File: src/common/hcb_pkg.sv
// package: constants and types for the hardware configuration byte block
package hcb_pkg;
  // special-function addresses of the index/value pair
  localparam logic [7:0] SFR_CFG_INDEX = 8'h93;
  localparam logic [7:0] SFR_CFG_VALUE = 8'h94;
  // configuration byte indices
  localparam logic [5:0] IDX_SYSTEM    = 6'h3f;
  localparam logic [5:0] IDX_BROWNOUT  = 6'h3e;
  localparam logic [5:0] IDX_CLOCK     = 6'h3d;
  localparam int unsigned NUM_CFG_BYTES = 64;
  // erased values of the three decoded bytes and of the other bytes
  localparam logic [7:0] RST_SYSTEM    = 8'hff;
  localparam logic [7:0] RST_BROWNOUT  = 8'hff;
  localparam logic [7:0] RST_CLOCK     = 8'h07;
  localparam logic [7:0] RST_OTHER     = 8'hff;
  // fixed bit patterns and keep masks
  localparam logic [7:0] MASK_SYSTEM   = 8'hfb;
  localparam logic [7:0] FIX_SYSTEM    = 8'h04;
  localparam logic [7:0] MASK_BROWNOUT = 8'h04;
  localparam logic [7:0] FIX_BROWNOUT  = 8'hfb;
  localparam logic [7:0] MASK_CLOCK    = 8'h07;
  localparam logic [7:0] FIX_CLOCK     = 8'h00;
  // field positions
  localparam int unsigned POS_SECURITY = 7;
  localparam int unsigned POS_PM_LOCK  = 6;
  localparam int unsigned POS_RS_LOCK  = 5;
  localparam int unsigned POS_WDR      = 3;
  localparam int unsigned POS_BOD_OFF  = 2;

  typedef enum logic [2:0] {
    HCB_CLK_RSVD0 = 3'b000,
    HCB_CLK_RSVD1 = 3'b001,
    HCB_CLK_RSVD2 = 3'b010,
    HCB_CLK_EXT   = 3'b011,
    HCB_CLK_PLLHF = 3'b100,
    HCB_CLK_PLLLF = 3'b101,
    HCB_CLK_OSCHF = 3'b110,
    HCB_CLK_OSCLF = 3'b111
  } hcb_clk_code_t;

  typedef enum logic [2:0] {
    HCB_DF_NONE = 3'b000,
    HCB_DF_1K   = 3'b001,
    HCB_DF_2K   = 3'b010,
    HCB_DF_4K   = 3'b100
  } hcb_df_size_t;

  // special-function bus request from the core
  typedef struct packed {
    logic       wr;
    logic       rd;
    logic [7:0] addr;
    logic [7:0] wdata;
  } hcb_sfr_req_t;

  // serial programmer write request
  typedef struct packed {
    logic       wr;
    logic       mass_erase;
    logic [5:0] index;
    logic [7:0] data;
  } hcb_prog_req_t;

  // decoded system options
  typedef struct packed {
    logic watchdog_reset_en;
    logic brownout_detect_on;
    logic clk_external;
    logic clk_pll_hf;
    logic clk_pll_lf;
    logic clk_osc_hf;
    logic clk_osc_lf;
    logic clk_invalid;
    logic [2:0] data_flash_size;
    logic pm_write_ok;
    logic rs_write_ok;
  } hcb_opts_t;
endpackage

File: src/hw/hcb_config_bytes.sv
// hardware configuration byte store, indirect read port and option decode
`timescale 1ns/1ps
`default_nettype none

// How it works
// - watchdog reset enabled when bit 3 set
// - two-bit field selects data flash size
// - brownout detect on when bit 2 clear
// - clock codes 011,100,101: external, pll hf/lf
// - clock codes 110,111: oscillator hf/lf
// - bytes change only via serial programming path
// - software reads bytes through index/value pair
// - index register 93, value register 94
// - byte writes accepted only in program mode
// - security bit blocks writes until mass erase
// - program memory lock beats reset sector lock
module hcb_config_bytes
(
  input  wire logic                  i_clk,
  input  wire logic                  i_srst,
  input  wire logic                  i_prog_mode,
  input  wire logic                  i_large_mem,
  input  wire hcb_pkg::hcb_sfr_req_t  i_sfr,
  input  wire hcb_pkg::hcb_prog_req_t i_prog,
  output logic [7:0]                 o_sfr_rdata,
  output logic                       o_sfr_hit,
  output logic                       o_prog_done,
  output logic                       o_prog_refused,
  output hcb_pkg::hcb_opts_t          o_opts
);
  import hcb_pkg::*;

  // nonvolatile array, models flash cells
  logic [7:0]               mem_q [NUM_CFG_BYTES];
  logic [NUM_CFG_BYTES-1:0] cell_wr;
  logic [5:0]               index_q;
  logic [5:0]               index_d;
  logic [7:0]               rdata_q;
  logic [7:0]               rdata_d;
  logic                     hit_q;
  logic                     hit_d;
  logic                     done_q;
  logic                     done_d;
  logic                     refused_q;
  logic                     refused_d;
  logic [7:0]               sel_byte;
  hcb_opts_t                opts_q;
  hcb_opts_t                opts_d;
  hcb_clk_code_t            clk_code;
  hcb_df_size_t             df_size;

  // read views with the fixed bits forced
  wire logic [7:0] sys_byte = (mem_q[IDX_SYSTEM] & MASK_SYSTEM) | FIX_SYSTEM;
  wire logic [7:0] bod_byte = (mem_q[IDX_BROWNOUT] & MASK_BROWNOUT) | FIX_BROWNOUT;
  wire logic [7:0] clk_byte = (mem_q[IDX_CLOCK] & MASK_CLOCK) | FIX_CLOCK;

  // security bit active low: 0 locks
  wire logic secured  = ~sys_byte[POS_SECURITY];
  wire logic prog_any = i_prog.wr | i_prog.mass_erase;
  wire logic wr_ok    = i_prog.wr & i_prog_mode & ~secured;
  wire logic erase_ok = i_prog.mass_erase & i_prog_mode;
  wire logic refused  = prog_any & ~(wr_ok | erase_ok);

  // software writes only reach the index register, never the bytes
  wire logic idx_sel = (i_sfr.addr == SFR_CFG_INDEX);
  wire logic val_sel = (i_sfr.addr == SFR_CFG_VALUE);
  wire logic idx_wr  = i_sfr.wr & idx_sel;
  wire logic idx_rd  = i_sfr.rd & idx_sel;
  wire logic val_rd  = i_sfr.rd & val_sel;

  // byte picked by the index register
  always_comb
  begin
    if (index_q == IDX_SYSTEM)
      sel_byte = sys_byte;
    else if (index_q == IDX_BROWNOUT)
      sel_byte = bod_byte;
    else if (index_q == IDX_CLOCK)
      sel_byte = clk_byte;
    else
      sel_byte = mem_q[index_q];
  end

  // read data: value register, index register, else zero
  always_comb
  begin
    rdata_d = 8'h00;
    if (val_rd)
      rdata_d = sel_byte;
    else if (idx_rd)
      rdata_d = {2'b00, index_q};
  end

  // clock source decode, reserved codes select no mode
  assign clk_code = hcb_clk_code_t'(clk_byte[2:0]);
  wire logic mode_ext    = (clk_code == HCB_CLK_EXT);
  wire logic mode_pll_hf = (clk_code == HCB_CLK_PLLHF);
  wire logic mode_pll_lf = (clk_code == HCB_CLK_PLLLF);
  wire logic mode_osc_hf = (clk_code == HCB_CLK_OSCHF);
  wire logic mode_osc_lf = (clk_code == HCB_CLK_OSCLF);
  wire logic mode_rsvd   = ~(mode_ext | mode_pll_hf | mode_pll_lf | mode_osc_hf | mode_osc_lf);

  // data flash size, 4k only on the larger variant
  always_comb
  begin
    case (sys_byte[1:0])
      2'b00:   df_size = i_large_mem ? HCB_DF_4K : HCB_DF_NONE;
      2'b01:   df_size = HCB_DF_2K;
      2'b10:   df_size = HCB_DF_1K;
      default: df_size = HCB_DF_NONE;
    endcase
  end

  // program memory lock overrides the reset sector lock
  wire logic pm_open = ~sys_byte[POS_PM_LOCK];
  wire logic rs_open = ~sys_byte[POS_RS_LOCK] & pm_open;

  // decoded options
  always_comb
  begin
    opts_d                    = '0;
    opts_d.watchdog_reset_en  = sys_byte[POS_WDR];
    opts_d.brownout_detect_on = ~bod_byte[POS_BOD_OFF];
    opts_d.clk_external       = mode_ext;
    opts_d.clk_pll_hf         = mode_pll_hf;
    opts_d.clk_pll_lf         = mode_pll_lf;
    opts_d.clk_osc_hf         = mode_osc_hf;
    opts_d.clk_osc_lf         = mode_osc_lf;
    opts_d.clk_invalid        = mode_rsvd;
    opts_d.data_flash_size    = df_size;
    opts_d.pm_write_ok        = pm_open;
    opts_d.rs_write_ok        = rs_open;
  end

  // next values of the registers
  assign index_d   = idx_wr ? i_sfr.wdata[5:0] : index_q;
  assign hit_d     = idx_wr | idx_rd | val_rd;
  assign done_d    = wr_ok | erase_ok;
  assign refused_d = refused;

  // one write strobe per cell
  for (genvar g = 0; g < NUM_CFG_BYTES; g++)
  begin : g_cell_wr
    assign cell_wr[g] = wr_ok & (i_prog.index == 6'(g));
  end

  // cells are nonvolatile: reset leaves them, only programming changes them
  always_ff @(posedge i_clk)
  begin
    for (int i = 0; i < NUM_CFG_BYTES; i++)
    begin
      if (erase_ok)
        mem_q[i] <= RST_OTHER;
      else if (cell_wr[i])
        mem_q[i] <= i_prog.data;
    end
  end

  // registers below are cleared by the synchronous reset

  // indirect index register
  always_ff @(posedge i_clk)
  begin
    if (i_srst)
      index_q <= 6'h00;
    else
      index_q <= index_d;
  end

  // read data register
  always_ff @(posedge i_clk)
  begin
    if (i_srst)
      rdata_q <= 8'h00;
    else
      rdata_q <= rdata_d;
  end

  // address hit pulse
  always_ff @(posedge i_clk)
  begin
    if (i_srst)
      hit_q <= 1'b0;
    else
      hit_q <= hit_d;
  end

  // programming accepted pulse
  always_ff @(posedge i_clk)
  begin
    if (i_srst)
      done_q <= 1'b0;
    else
      done_q <= done_d;
  end

  // programming ignored pulse
  always_ff @(posedge i_clk)
  begin
    if (i_srst)
      refused_q <= 1'b0;
    else
      refused_q <= refused_d;
  end

  // registered option decode
  always_ff @(posedge i_clk)
  begin
    if (i_srst)
      opts_q <= '0;
    else
      opts_q <= opts_d;
  end

  // outputs straight from flip-flops
  assign o_sfr_rdata    = rdata_q;
  assign o_sfr_hit      = hit_q;
  assign o_prog_done    = done_q;
  assign o_prog_refused = refused_q;
  assign o_opts         = opts_q;
endmodule

`default_nettype wire

File: config.mk
export PLATFORM = sky130hd
export DESIGN_NAME = hcb_config_bytes
export DESIGN_NICKNAME = d
export VERILOG_FILES = /design/src/common/hcb_pkg.sv /design/src/hw/hcb_config_bytes.sv
export SDC_FILE = /design/constraint.sdc
export NUM_CORES = 1
export LEC_CHECK = 0
export BUFFER_PORTS_ARGS = -buffer_cell sky130_fd_sc_hd__buf_2
export CORE_MARGIN = 5
export CORE_UTILIZATION = 59
export CTS_BUF_LIST = sky130_fd_sc_hd__clkbuf_4
export DETAILED_ROUTE_END_ITERATION = 16
export PLACE_DENSITY = 0.79
export SYNTH_ARGS = -nofsm -noshare
export SYNTH_HDL_FRONTEND = slang
export SYNTH_SLANG_ARGS = --single-unit
File: constraint.sdc
create_clock -name i_clk -period 2.3 [get_ports i_clk]
set_input_delay 0.46 -clock i_clk [delete_from_list [all_inputs] [get_ports i_clk]]
set_output_delay 0.46 -clock i_clk [all_outputs]
set_load 0.01 [all_outputs]
After elaboration in Yosys (flattened, before gate mapping)
Memory sizes are Yosys's and may differ from the RTL's. A register that Yosys moved wholly into a read port is not among the register bits.
Index checks and enable logic that the tools add are counted.
{"block": "classes", "eq_ne": 75, "muxes": 267, "bitwise": 149, "reduce_logical": 2}
{"cell": "$mux 8", "n": 68}
{"cell": "$eq 6x6->1 const B", "n": 35}
{"cell": "$mux 1", "n": 194}
{"cell": "$eq 6x5->1 const B", "n": 16}
{"cell": "$and 1x1->1", "n": 72}
{"cell": "$or 1x1->1", "n": 72}
{"cell": "$eq 6x4->1 const B", "n": 8}
{"cell": "$eq 6x3->1 const B", "n": 4}
{"cell": "$mux 6", "n": 3}
{"cell": "$eq 8x8->1 const B", "n": 2}
{"cell": "$eq 3x3->1 const B", "n": 4}
{"cell": "$eq 6x2->1 const B", "n": 2}
{"cell": "$pmux 3 s3", "n": 1}
{"cell": "$eq 6x1->1 const B", "n": 1}
{"cell": "$logic_not 6->1", "n": 1}
{"cell": "$not 1->1", "n": 5}
{"cell": "$eq 3x2->1 const B", "n": 1}
{"cell": "$mux 3", "n": 1}
{"cell": "$eq 2x1->1 const B", "n": 1}
{"cell": "$eq 2x2->1 const B", "n": 1}
{"cell": "$logic_not 2->1", "n": 1}
{"block": "totals", "ff_bits": 30, "mem_bits_rw": 512, "in_bits": 38, "output_inout_bits": 24, "n_memories": 1}
{"memory": "mem_q", "words": 64, "width": 8, "rd": 4, "rd_ports_with_merged_regs": 1, "wr": 64, "line": "hcb_config_bytes.sv:34", "rtl": "logic [7:0] mem_q [NUM_CFG_BYTES];"}

Depth between registers and ports, before layout
Gate-level depths: netlist (run 1).
{"block": "depth", "ltp_word": 7, "ltp_mapped": 10, "depth_no_buf": 7}

Least setup slack after synthesis (run 1)
OpenSTA, ideal clock, no wires.
{"block": "synth_timing", "path_type": "input-to-reg", "from": "input i_prog_mode", "to": "memory mem_q[1][0], enable pin", "setup_ps": 384, "arrival_ps": 1842, "required_ps": 1916, "setup_slack_ps": 74, "stages": 5, "cell_sequence": "nand3_1 -> or3_1 -> clkbuf_1 -> clkbuf_1 -> o21ai_0"}
{"element": "from (decl)", "line": "hcb_config_bytes.sv:21", "rtl": "input wire logic i_prog_mode,"}
{"element": "to (decl)", "line": "hcb_config_bytes.sv:34"}

==> metrics, run 1 <==
most common library cell in the layout ignoring fill and taps=edfxtp_1; cell-by-cell trace of the critical path=buf_12 > buf_12 > buf_4 > mux4_2 > mux2i_2 > a221oi_1 > a32oi_2 > o21ai_1; power density over the cells=678.0 nW/µm²; worst slack at placement=-0.1852 ns; post-route clock period utilization=106.1%; CTS tree=yes; area share of the largest cell type after synthesis=60.81%; prevailing post-synth register cell=edfxtp_1; CP Class=flip-flop to flip-flop; Gate Count Post-Synth=1753; final setup vio count=6; total power=roughly 20 mW; die height=217.0 µm; final weighted congestion in routability-driven placement=approximately 1.0; Min Clock Period, post-route=2.439 ns; Max Buffers Root-to-Sink=3; Leak Pwr=7.726 nW; part of the Yosys area used for sequential elements=63.66%; class of the worst hold path=input pin to flip-flop; final count of hold timing violations=0; clock-pin slew reported for the worst setup and hold paths after clock tree synthesis=roughly 0.070 ns; average via count per standard cell=6.418; most area-consuming cells after synthesis=edfxtp_1 (61%), mux4_2 (11%), or3_1 (9.5%); upper clock frequency limit=410.0 MHz; number of placement rows=75; outcome=complete, but fails checks; I/O pins=62; global-route wire length before repair=101800 µm; power spent charging and discharging nets=4.481 mW; largest fanout of any net on the critical path=6; gate family responsible for the most delay along the worst path=multiplexers; DRC violation count after routing=0; Std-Cell Core Area=roughly 42000 µm²; number of violations of the max-capacitance limit=0; remaining max-slew budget at the tightest pin=15.34%; failing checks=negative setup slack; portion of total power attributed to the clock network=41.8%; Largest stage delay, worst path=0.55 ns; category of the worst setup path launch point=flip-flop; Post-layout nets=roughly 2000; library cell used as clock root buffer=clkbuf_4; arrival time at the worst endpoint=3.18 ns; placed wire-length estimate=41990 µm; DIE AREA=about 47000 µm²; most frequent CP cell=buf_12; sort of element at the end of the critical path=flip-flop; wirelength, routed=67510 µm; slew at the pin closest to its max-slew limit=between 1 and 1.5 ns; Synth Cell Area=25280 µm²; part of the total power dissipated in sequential elements=54.0%; critical path buffer and inverter count=3; Via Count=about 17000; vias in the first global route=between 15000 and 20000; GRT Residual Overflow=0; Pre-antenna DRT Iters=6; worst endpoint required time=3.05 ns; total track usage=28.58%; most area-hungry cell type in the Yosys netlist=edfxtp_1; crit path max-delay cell type=mux4_2; Net Count, Synth=between 1500 and 2000; Combinational Power Share=4.1%; final setup skew=a little under 0.07 ns; H-tree Lvls=4; die outline width=217.0 µm; starting density of the core=60.01%; routed wirelength normalized by instance count=25.50 µm; total CTS buffers=around 140; number of antenna violations at the first check in global routing=2; maximum number of pins on one net before global-route repair=129; # port buffers=approximately 60; Yosys cell types=52; commonest cells after routing, fill and taps aside=edfxtp_1 (512), or3_1 (385), buf_4 (211); synthesis-to-finish area growth=17.63%; unrepaired setup endpoints after global routing=true; number of flops mapped to enable cells by yosys=512; switching power as a share of total power=between 20% and 30%; final slew viol count=0; flip-flop and latch count after synthesis=approximately 550; sinks on the clock net=548; final worst slack=-0.1393 ns; number of nets with antenna violations after detailed routing=0; core utilization of the finished layout=70.58%; mean area per synthesized cell=14.42 µm²; First DRT Iteration DRCs=roughly 2100; worst IR drop on VDD=0.4732 mV; Synth warnings=0; async set-or-reset flop fraction in the synthesized netlist=0%; cell internal power dissipation=15.68 mW; source-to-sink clock delay at the later pin of the worst-skew pair=0.86 ns; fraction of layout instances using a drive strength above 1=34.46%
synthesized netlist by cell type, types with 8 or more instances:
master	number
or2_2	42
a21oi_1	17
mux2i_1	60
or3_1	385
edfxtp_1	512
dfxtp_1	36
a31oi_1	8
clkbuf_1	157
nand2_1	29
buf_1	9
nor2b_1	10
buf_6	15
nor2_1	28
nand2b_1	14
or2_1	89
buf_2	13
mux4_2	119
a22oi_1	22
o21ai_0	76
nand3_1	31
state kept, by name, indices dropped and copies added, names as in the netlist, named ones only:
name and cells:
index_q 6, mem_q 512, o_opts 13, o_prog_done 1
o_prog_refused 1, o_sfr_hit 1, o_sfr_rdata 8
power by group through the flow:
stage | clock, mW | combinational, mW | sequential, mW
2_1_floorplan | 0 | 0.371 | 11.1
3_3_place_gp | 0 | 0.770 | 11.1
3_5_place_dp | 0 | 0.793 | 11.1
4_1_cts | 8.54 | 0.816 | 10.9
5_1_grt | 9.15 | 0.881 | 10.9
6_report | 8.44 | 0.833 | 10.9
what timing repair did:
item | 4_1_cts | 5_1_grt
gates cloned | 0 | 1
endpoints found under the hold margin | 19 | 0
resized for setup | 10 | 41
pin swaps | 7 | 16
buffers inserted | 14 | 19
endpoints found under the setup margin | 6 | 19
hold buffers | 16 | 0
worst min-delay path, cell delays in order:
cell and delay [ns]:
buf_2 0.11, nand3_1 0.08, nor2_1 0.06, o21ai_0 0.08, a31oi_1 0.04, a21o_1 0.14
routing by layer:
metal  track usage [%]  vias up  wire (µm)
met5                 0        -          9
met4             11.59        2       2335
met3             6.434      176       7057
met2             46.98     1079      33870
met1             37.49     8373      24240
li1                  -     7358          -
path summary, 6_finish.rpt:
check | from | end | slack [ns] | cells after the start
worst max register to register | flip-flop | o_sfr_rdata[3] | -0.14 | 8
worst max-delay path | flip-flop | o_sfr_rdata[3] | -0.14 | 8
worst min-delay path | i_sfr[16] | o_sfr_rdata[0] | 0.17 | 6
worst min register to register | index_q[2] | o_sfr_rdata[2] | 0.52 | 2
cell type report:
class	instances	area, µm²
sequential	548	16110
fill	2601	12390
multi-input combinational	997	8433
timing repair buffer	321	2719
clock buffer	202	1516
tap	539	674.4
clock inverter	34	267.8
inverter	5	20.02
antenna	1	2.502
metrics by stage:
step	hold slack (ns)	TNS (ns)	instance area [µm²]	std cells
after CTS	0.05412	-0.06657	29350	2627
final	0.1659	-0.2775	29740	2647
after global placement	0.4862	-0.2612	27250	2361
after floorplan	0.4237	0	25280	1753
after global routing	0.1432	-0.4246	29740	2647
after detailed placement	0.5046	-0.5718	27250	2361
cells by family after synthesis:
kind of cell / after synthesis / share of synthesized area (%)
multiplexers: 184 / 13.20
buffers and inverters: 208 / 3.830
AO/OA/AOI/OAI: 153 / 3.627
flip-flops: 548 / 63.66
AND/OR/NAND/NOR: 660 / 15.68
(Power assumes the default switching activity.)
==> run 2, diff against run 1 <==
ABC_CLOCK_PERIOD_IN_PS = 2300   (was default)
RECOVER_POWER = 50   (was default)
==> run 2 against run 1 <==
  * The run still ends with negative setup slack left
  * Sequential share of layout area rose by 0.34 points
  * Combinational power down 3.5%
  * Die area stayed put
  * Via count barely moved
  * Clock power barely moved
  * Non-clock buffer count is the same
==> metrics, run 2 (same netlist as run 1, synthesis figures left out) <==
outcome=complete, but fails checks; failing checks=negative setup slack; maximum number of pins on one net before global-route repair=roughly 130; # port buffers=between 50 and 60; total power=20.14 mW; M3 GR Usage=6.434%; total CTS buffers=142; largest fanout of any net on the critical path=6; upper clock frequency limit=410.9 MHz; commonest cells after routing, fill and taps aside=edfxtp_1 (512), or3_1 (385), clkbuf_4 (203); worst hold start=i_sfr[16]; number of violations of the max-capacitance limit=0; First DRT Iteration DRCs=2216; most common library cell in the layout ignoring fill and taps=edfxtp_1; worst IR drop on VDD=0.4731 mV; synthesis-to-finish area growth=16.89%; Largest stage delay, worst path=approximately 0.55 ns; final slew viol count=0; sequential cell area in the final layout=16110 µm²; unrepaired setup endpoints after global routing=true; starting density of the core=between 60 and 70%; GRT Residual Overflow=0; I/O pins=62; CP Class=flip-flop to flip-flop; average via count per standard cell=between 6 and 7; DRC violation count after routing=0; flip-flop count of the largest register, all copies and words added=512; sort of element at the end of the critical path=flip-flop; global routing usage on met1=37.49%; Leak Pwr=7.529 nW; final setup skew=0.06737 ns; final cell count without fillers=2647; slew at the pin closest to its max-slew limit=about 1.3 ns; footprint of the multi-input gates=about 8400 µm²; library cell used as clock root buffer=clkbuf_4; number of placement rows=75; cell area after placement=~27000 µm²; met2 Track Usage GR=46.98%; sinks on the clock net=between 500 and 600; die outline width=217.0 µm; arrival time at the worst endpoint=3.18 ns; CTS tree=yes; category of the worst setup path launch point=flip-flop; final setup vio count=5; number of antenna violations at the first check in global routing=2; source-to-sink clock delay at the later pin of the worst-skew pair=0.86 ns; routed wirelength normalized by instance count=25.52 µm; crit path max-delay cell type=mux4_2; final worst slack=-0.1337 ns; Most Crowded Layer GR=met2; most frequent CP cell=buf_12; global-route wire length before repair=101800 µm; Pre-antenna DRT Iters=8; vias in the first global route=17264; total track usage=28.58%; fill count=~2700; largest register by flop count=mem_q; placed wire-length estimate=41990 µm; Min Clock Period, post-route=2.434 ns; power density over the cells=681.6 nW/µm²; worst reg2reg setup slack=-0.13 ns; worst endpoint required time=slightly above 3 ns; clock-pin slew reported for the worst setup and hold paths after clock tree synthesis=~0.07 ns; Std-Cell Core Area=42130 µm²; final cell area excluding filler cells=about 30000 µm²; Max Buffers Root-to-Sink=3; remaining max-slew budget at the tightest pin=around 16%; wirelength, routed=around 68000 µm; Post-layout nets=slightly above 2000; die height=217.0 µm; Via Count=16972; class of the worst hold path=input pin to flip-flop; cell-by-cell trace of the critical path=buf_12 > buf_12 > buf_4 > mux4_2 > mux2i_2 > a221oi_1 > a32oi_2 > o21ai_1; gate family responsible for the most delay along the worst path=multiplexers; H-tree Lvls=4; number of nets with antenna violations after detailed routing=0; final weighted congestion in routability-driven placement=0.9958; final count of hold timing violations=0; DIE AREA=roughly 47000 µm²; placed cells=approximately 2400; post-route clock period utilization=105.8%; critical path buffer and inverter count=3; fraction of layout instances using a drive strength above 1=32.42%
-- run 2: report_power, final --
part	switching, mW	leakage (nW)	internal (mW)
sequential	0.0111	3.60	10.9
clock	3.88	1.06	4.57
combinational	0.601	2.87	0.203
total	4.49	7.53	15.7
-- run 2: metrics by stage --
step           TNS [ns]  worst slack (ns)  util [%]  hold slack, ns
2_1_floorplan         0           0.07397         -          0.4237
3_3_place_gp    -0.2612           -0.1324     64.67          0.4862
3_5_place_dp    -0.5718           -0.1852     64.67          0.5046
4_1_cts        -0.06657          -0.05049     69.65         0.05412
5_1_grt          -1.317          -0.09110     70.14          0.1432
6_report        -0.2614           -0.1337     70.14          0.1678
-- run 2: area by class of cell --
class	instances	share of cell area, %
antenna	1	0.008467
clock buffer	202	5.131
clock inverter	34	0.9060
inverter	5	0.06774
multi-input combinational	997	28.54
sequential	548	54.50
tap	539	2.282
timing repair buffer	321	8.569
-- run 2: final timing paths --
| path | to | cells after the start |
|---|---|---|
| worst max-delay path | o_sfr_rdata[3] | 8 |
| worst min-delay path | o_sfr_rdata[0] | 6 |
| worst max register to register | o_sfr_rdata[3] | 8 |
| worst min register to register | o_sfr_rdata[2] | 2 |
-- run 2: timing repair --
item                                    4_1_cts  5_1_grt
hold buffers                                 16        0
setup buffers                                14       19
gates resized for setup                      10       41
endpoints found under the hold margin        19        0
pin swaps                                     7       16
cloned                                        0        1
endpoints found under the setup margin        6       19
-- run 2: worst min-delay path, cell delays in order --
cell and delay [ns]:
buf_2 0.11, nand3_1 0.08, nor2_1 0.06, o21ai_0 0.08, a31oi_1 0.04, a21o_1 0.14
-- run 2: metal layers --
layer	share of wire [%]	vias up	routed length [µm]
met3	10	163	6918
met5	0.013	-	9
met2	50	1096	33940
met4	3.2	2	2190
li1	-	7359	-
met1	36	8352	24490
==> run 3, diff against run 2 <==
CORE_UTILIZATION = 45   (was 59)
PLACE_DENSITY = 0.63   (was 0.79)
==> run 3 against run 2 <==
  * The flow still finishes with violations (negative setup slack)
  * Via count fell by 0.89%
  * Final cell count rose by 10%
  * Register-to-register slack worse by 0.02 ns
  * Sequential share of layout area decreased by 1.4 points
  * Sequential power about the same
  * Die area up 30%
  * Wire length up 3.3%
  * Worst setup slack lost 0.044 ns
  * Clock skew decreased by 0.019 ns
  * Global-route usage shrank 5.5 points
  * Critical path depth is 2 higher
  * First-iteration DRC count is 17% lower
==> metrics, run 3 (same netlist as run 1, synthesis figures left out) <==
CTS tree=yes; cell area after placement=27850 µm²; Std-Cell Core Area=55420 µm²; outcome=complete, but fails checks; H-tree Lvls=4; post-route clock period utilization=107.7%; final count of hold timing violations=0; upper clock frequency limit=between 400 and 500 MHz; number of nets with antenna violations after detailed routing=0; largest fanout of any net on the critical path=3; placed wire-length estimate=43740 µm; number of antenna violations at the first check in global routing=3; flip-flop count of the largest register, all copies and words added=512; source-to-sink clock delay at the later pin of the worst-skew pair=approximately 0.97 ns; final worst slack=-0.1774 ns; library cell used as clock root buffer=clkbuf_4; critical path buffer and inverter count=4; class of the worst hold path=input pin to flip-flop; Pre-antenna DRT Iters=5; final setup vio count=7; CP Class=input pin to flip-flop; global-route wire length before repair=104600 µm; remaining max-slew budget at the tightest pin=21.54%; number of placement rows=86; Setup TNS Final=-0.5561 ns; I/O pins=62; final hold slack=about 0.14 ns; power density over the cells=675.6 nW/µm²; die outline width=247.0 µm; Post-layout nets=2087; worst IR drop on VDD=0.3840 mV; DIE AREA=between 60000 and 70000 µm²; DRC violation count after routing=0; failing checks=negative setup slack; worst slack at placement=-0.1589 ns; average via count per standard cell=5.772; Min Clock Period, post-route=2.477 ns; arrival time at the worst endpoint=3.34 ns; wirelength, routed=~70000 µm; final setup skew=0.04821 ns; commonest cells after routing, fill and taps aside=edfxtp_1 (512), or3_1 (385), clkbuf_4 (223); sinks on the clock net=548; total track usage=23.07%; fill count=approximately 4500; routed wirelength normalized by instance count=23.94 µm; most frequent CP cell=dlygate4sd3_1; maximum number of pins on one net before global-route repair=129; # port buffers=59; Max Buffers Root-to-Sink=3; fraction of layout instances using a drive strength above 1=34.08%; worst endpoint required time=3.16 ns; synthesis-to-finish area growth=19.91%; cell-by-cell trace of the critical path=dlygate4sd3_1 > clkbuf_1 > nand3_1 > dlygate4sd3_1 > nor2_1 > o21ai_0 > a2111oi_0 > buf_4 > a222oi_1 > o41ai_1; crit path max-delay cell type=a2111oi_0; Via Count=16821; First DRT Iteration DRCs=1840; number of violations of the max-capacitance limit=0; die height=~250 µm; final cell area excluding filler cells=30320 µm²; total CTS buffers=147; final slew viol count=0; GRT Residual Overflow=0; largest register by flop count=mem_q; Leak Pwr=7.906 nW; most common library cell in the layout ignoring fill and taps=edfxtp_1; gate family responsible for the most delay along the worst path=buffers and inverters; sort of element at the end of the critical path=flip-flop; unrepaired setup endpoints after global routing=true; clock-pin slew reported for the worst setup and hold paths after clock tree synthesis=0.07 ns; starting density of the core=45.62%; slew at the pin closest to its max-slew limit=1.177 ns; Largest stage delay, worst path=0.62 ns; final weighted congestion in routability-driven placement=1.103; category of the worst setup path launch point=input pin; vias in the first global route=16993
[run 3: changes by cell type in the layout (fill, tap and decap cells not counted), moves of 3 or more]
cell,before,now
clkbuf_2,26,35
and2_4,0,3
and2_1,7,4
clkbuf_4,203,223
buf_2,36,57
inv_2,5,2
buf_12,29,37
clkinv_1,22,31
clkbuf_1,42,16
diode_2,1,9
dlygate4sd3_1,16,24
[run 3: worst paths after layout]
kind,startpoint,to,slack [ns],depth (start not counted)
worst max-delay path,i_sfr[10],o_sfr_rdata[5],-0.18,10
worst min-delay path,i_sfr[15],o_sfr_rdata[1],0.14,6
worst max register to register,flip-flop,o_sfr_rdata[5],-0.15,9
worst min register to register,mem_q[63][5],o_opts[0],0.52,1
[run 3: area by class of cell]
type	instances	area (µm²)	share of cell area, %
well taps	748	935.9	3.087
clock buffers	219	1644	5.423
diodes	9	22.52	0.07429
inverters	5	18.77	0.06191
flip-flops and latches	548	16110	53.13
clock inverters	38	256.5	0.8461
multi-input cells	997	8363	27.59
repair buffers	350	2969	9.794
[run 3: timing repair]
item,in CTS,in global routing
setup endpoints to repair,8,8
hold buffers,24,0
buffers inserted,11,18
gates cloned,0,2
pin swaps,3,6
resized for setup,21,22
hold endpoints to repair,91,0
[run 3: report_power, final]
part           switching [mW]  internal [mW]
clock                    3.95           4.78
combinational           0.621          0.242
sequential             0.0105           10.9
total                    4.58           15.9
[run 3: routing by layer]
metal	up-vias	wire length [µm]	track usage (%)
met5	-	0	0
met4	0	2254	8.599
met3	127	6265	6.907
met2	743	33720	36.67
met1	8469	27530	30.21
li1	7482	-	-
[run 3: metrics by stage]
stage          total power, mW  utilization [%]  instances
2_1_floorplan            11.49                -       1753
3_3_place_gp             11.95            50.25       2593
3_5_place_dp             11.97            50.25       2593
4_1_cts                  20.73            54.42       2885
5_1_grt                  21.37            54.70       2912
6_report                 20.48            54.71       2914
[run 3: worst min-delay path, stage by stage]
cell and delay (ns):
buf_2 0.11, nand4b_1 0.14, nor2_1 0.09, o21ai_0 0.09, a21oi_1 0.05, a21o_1 0.14
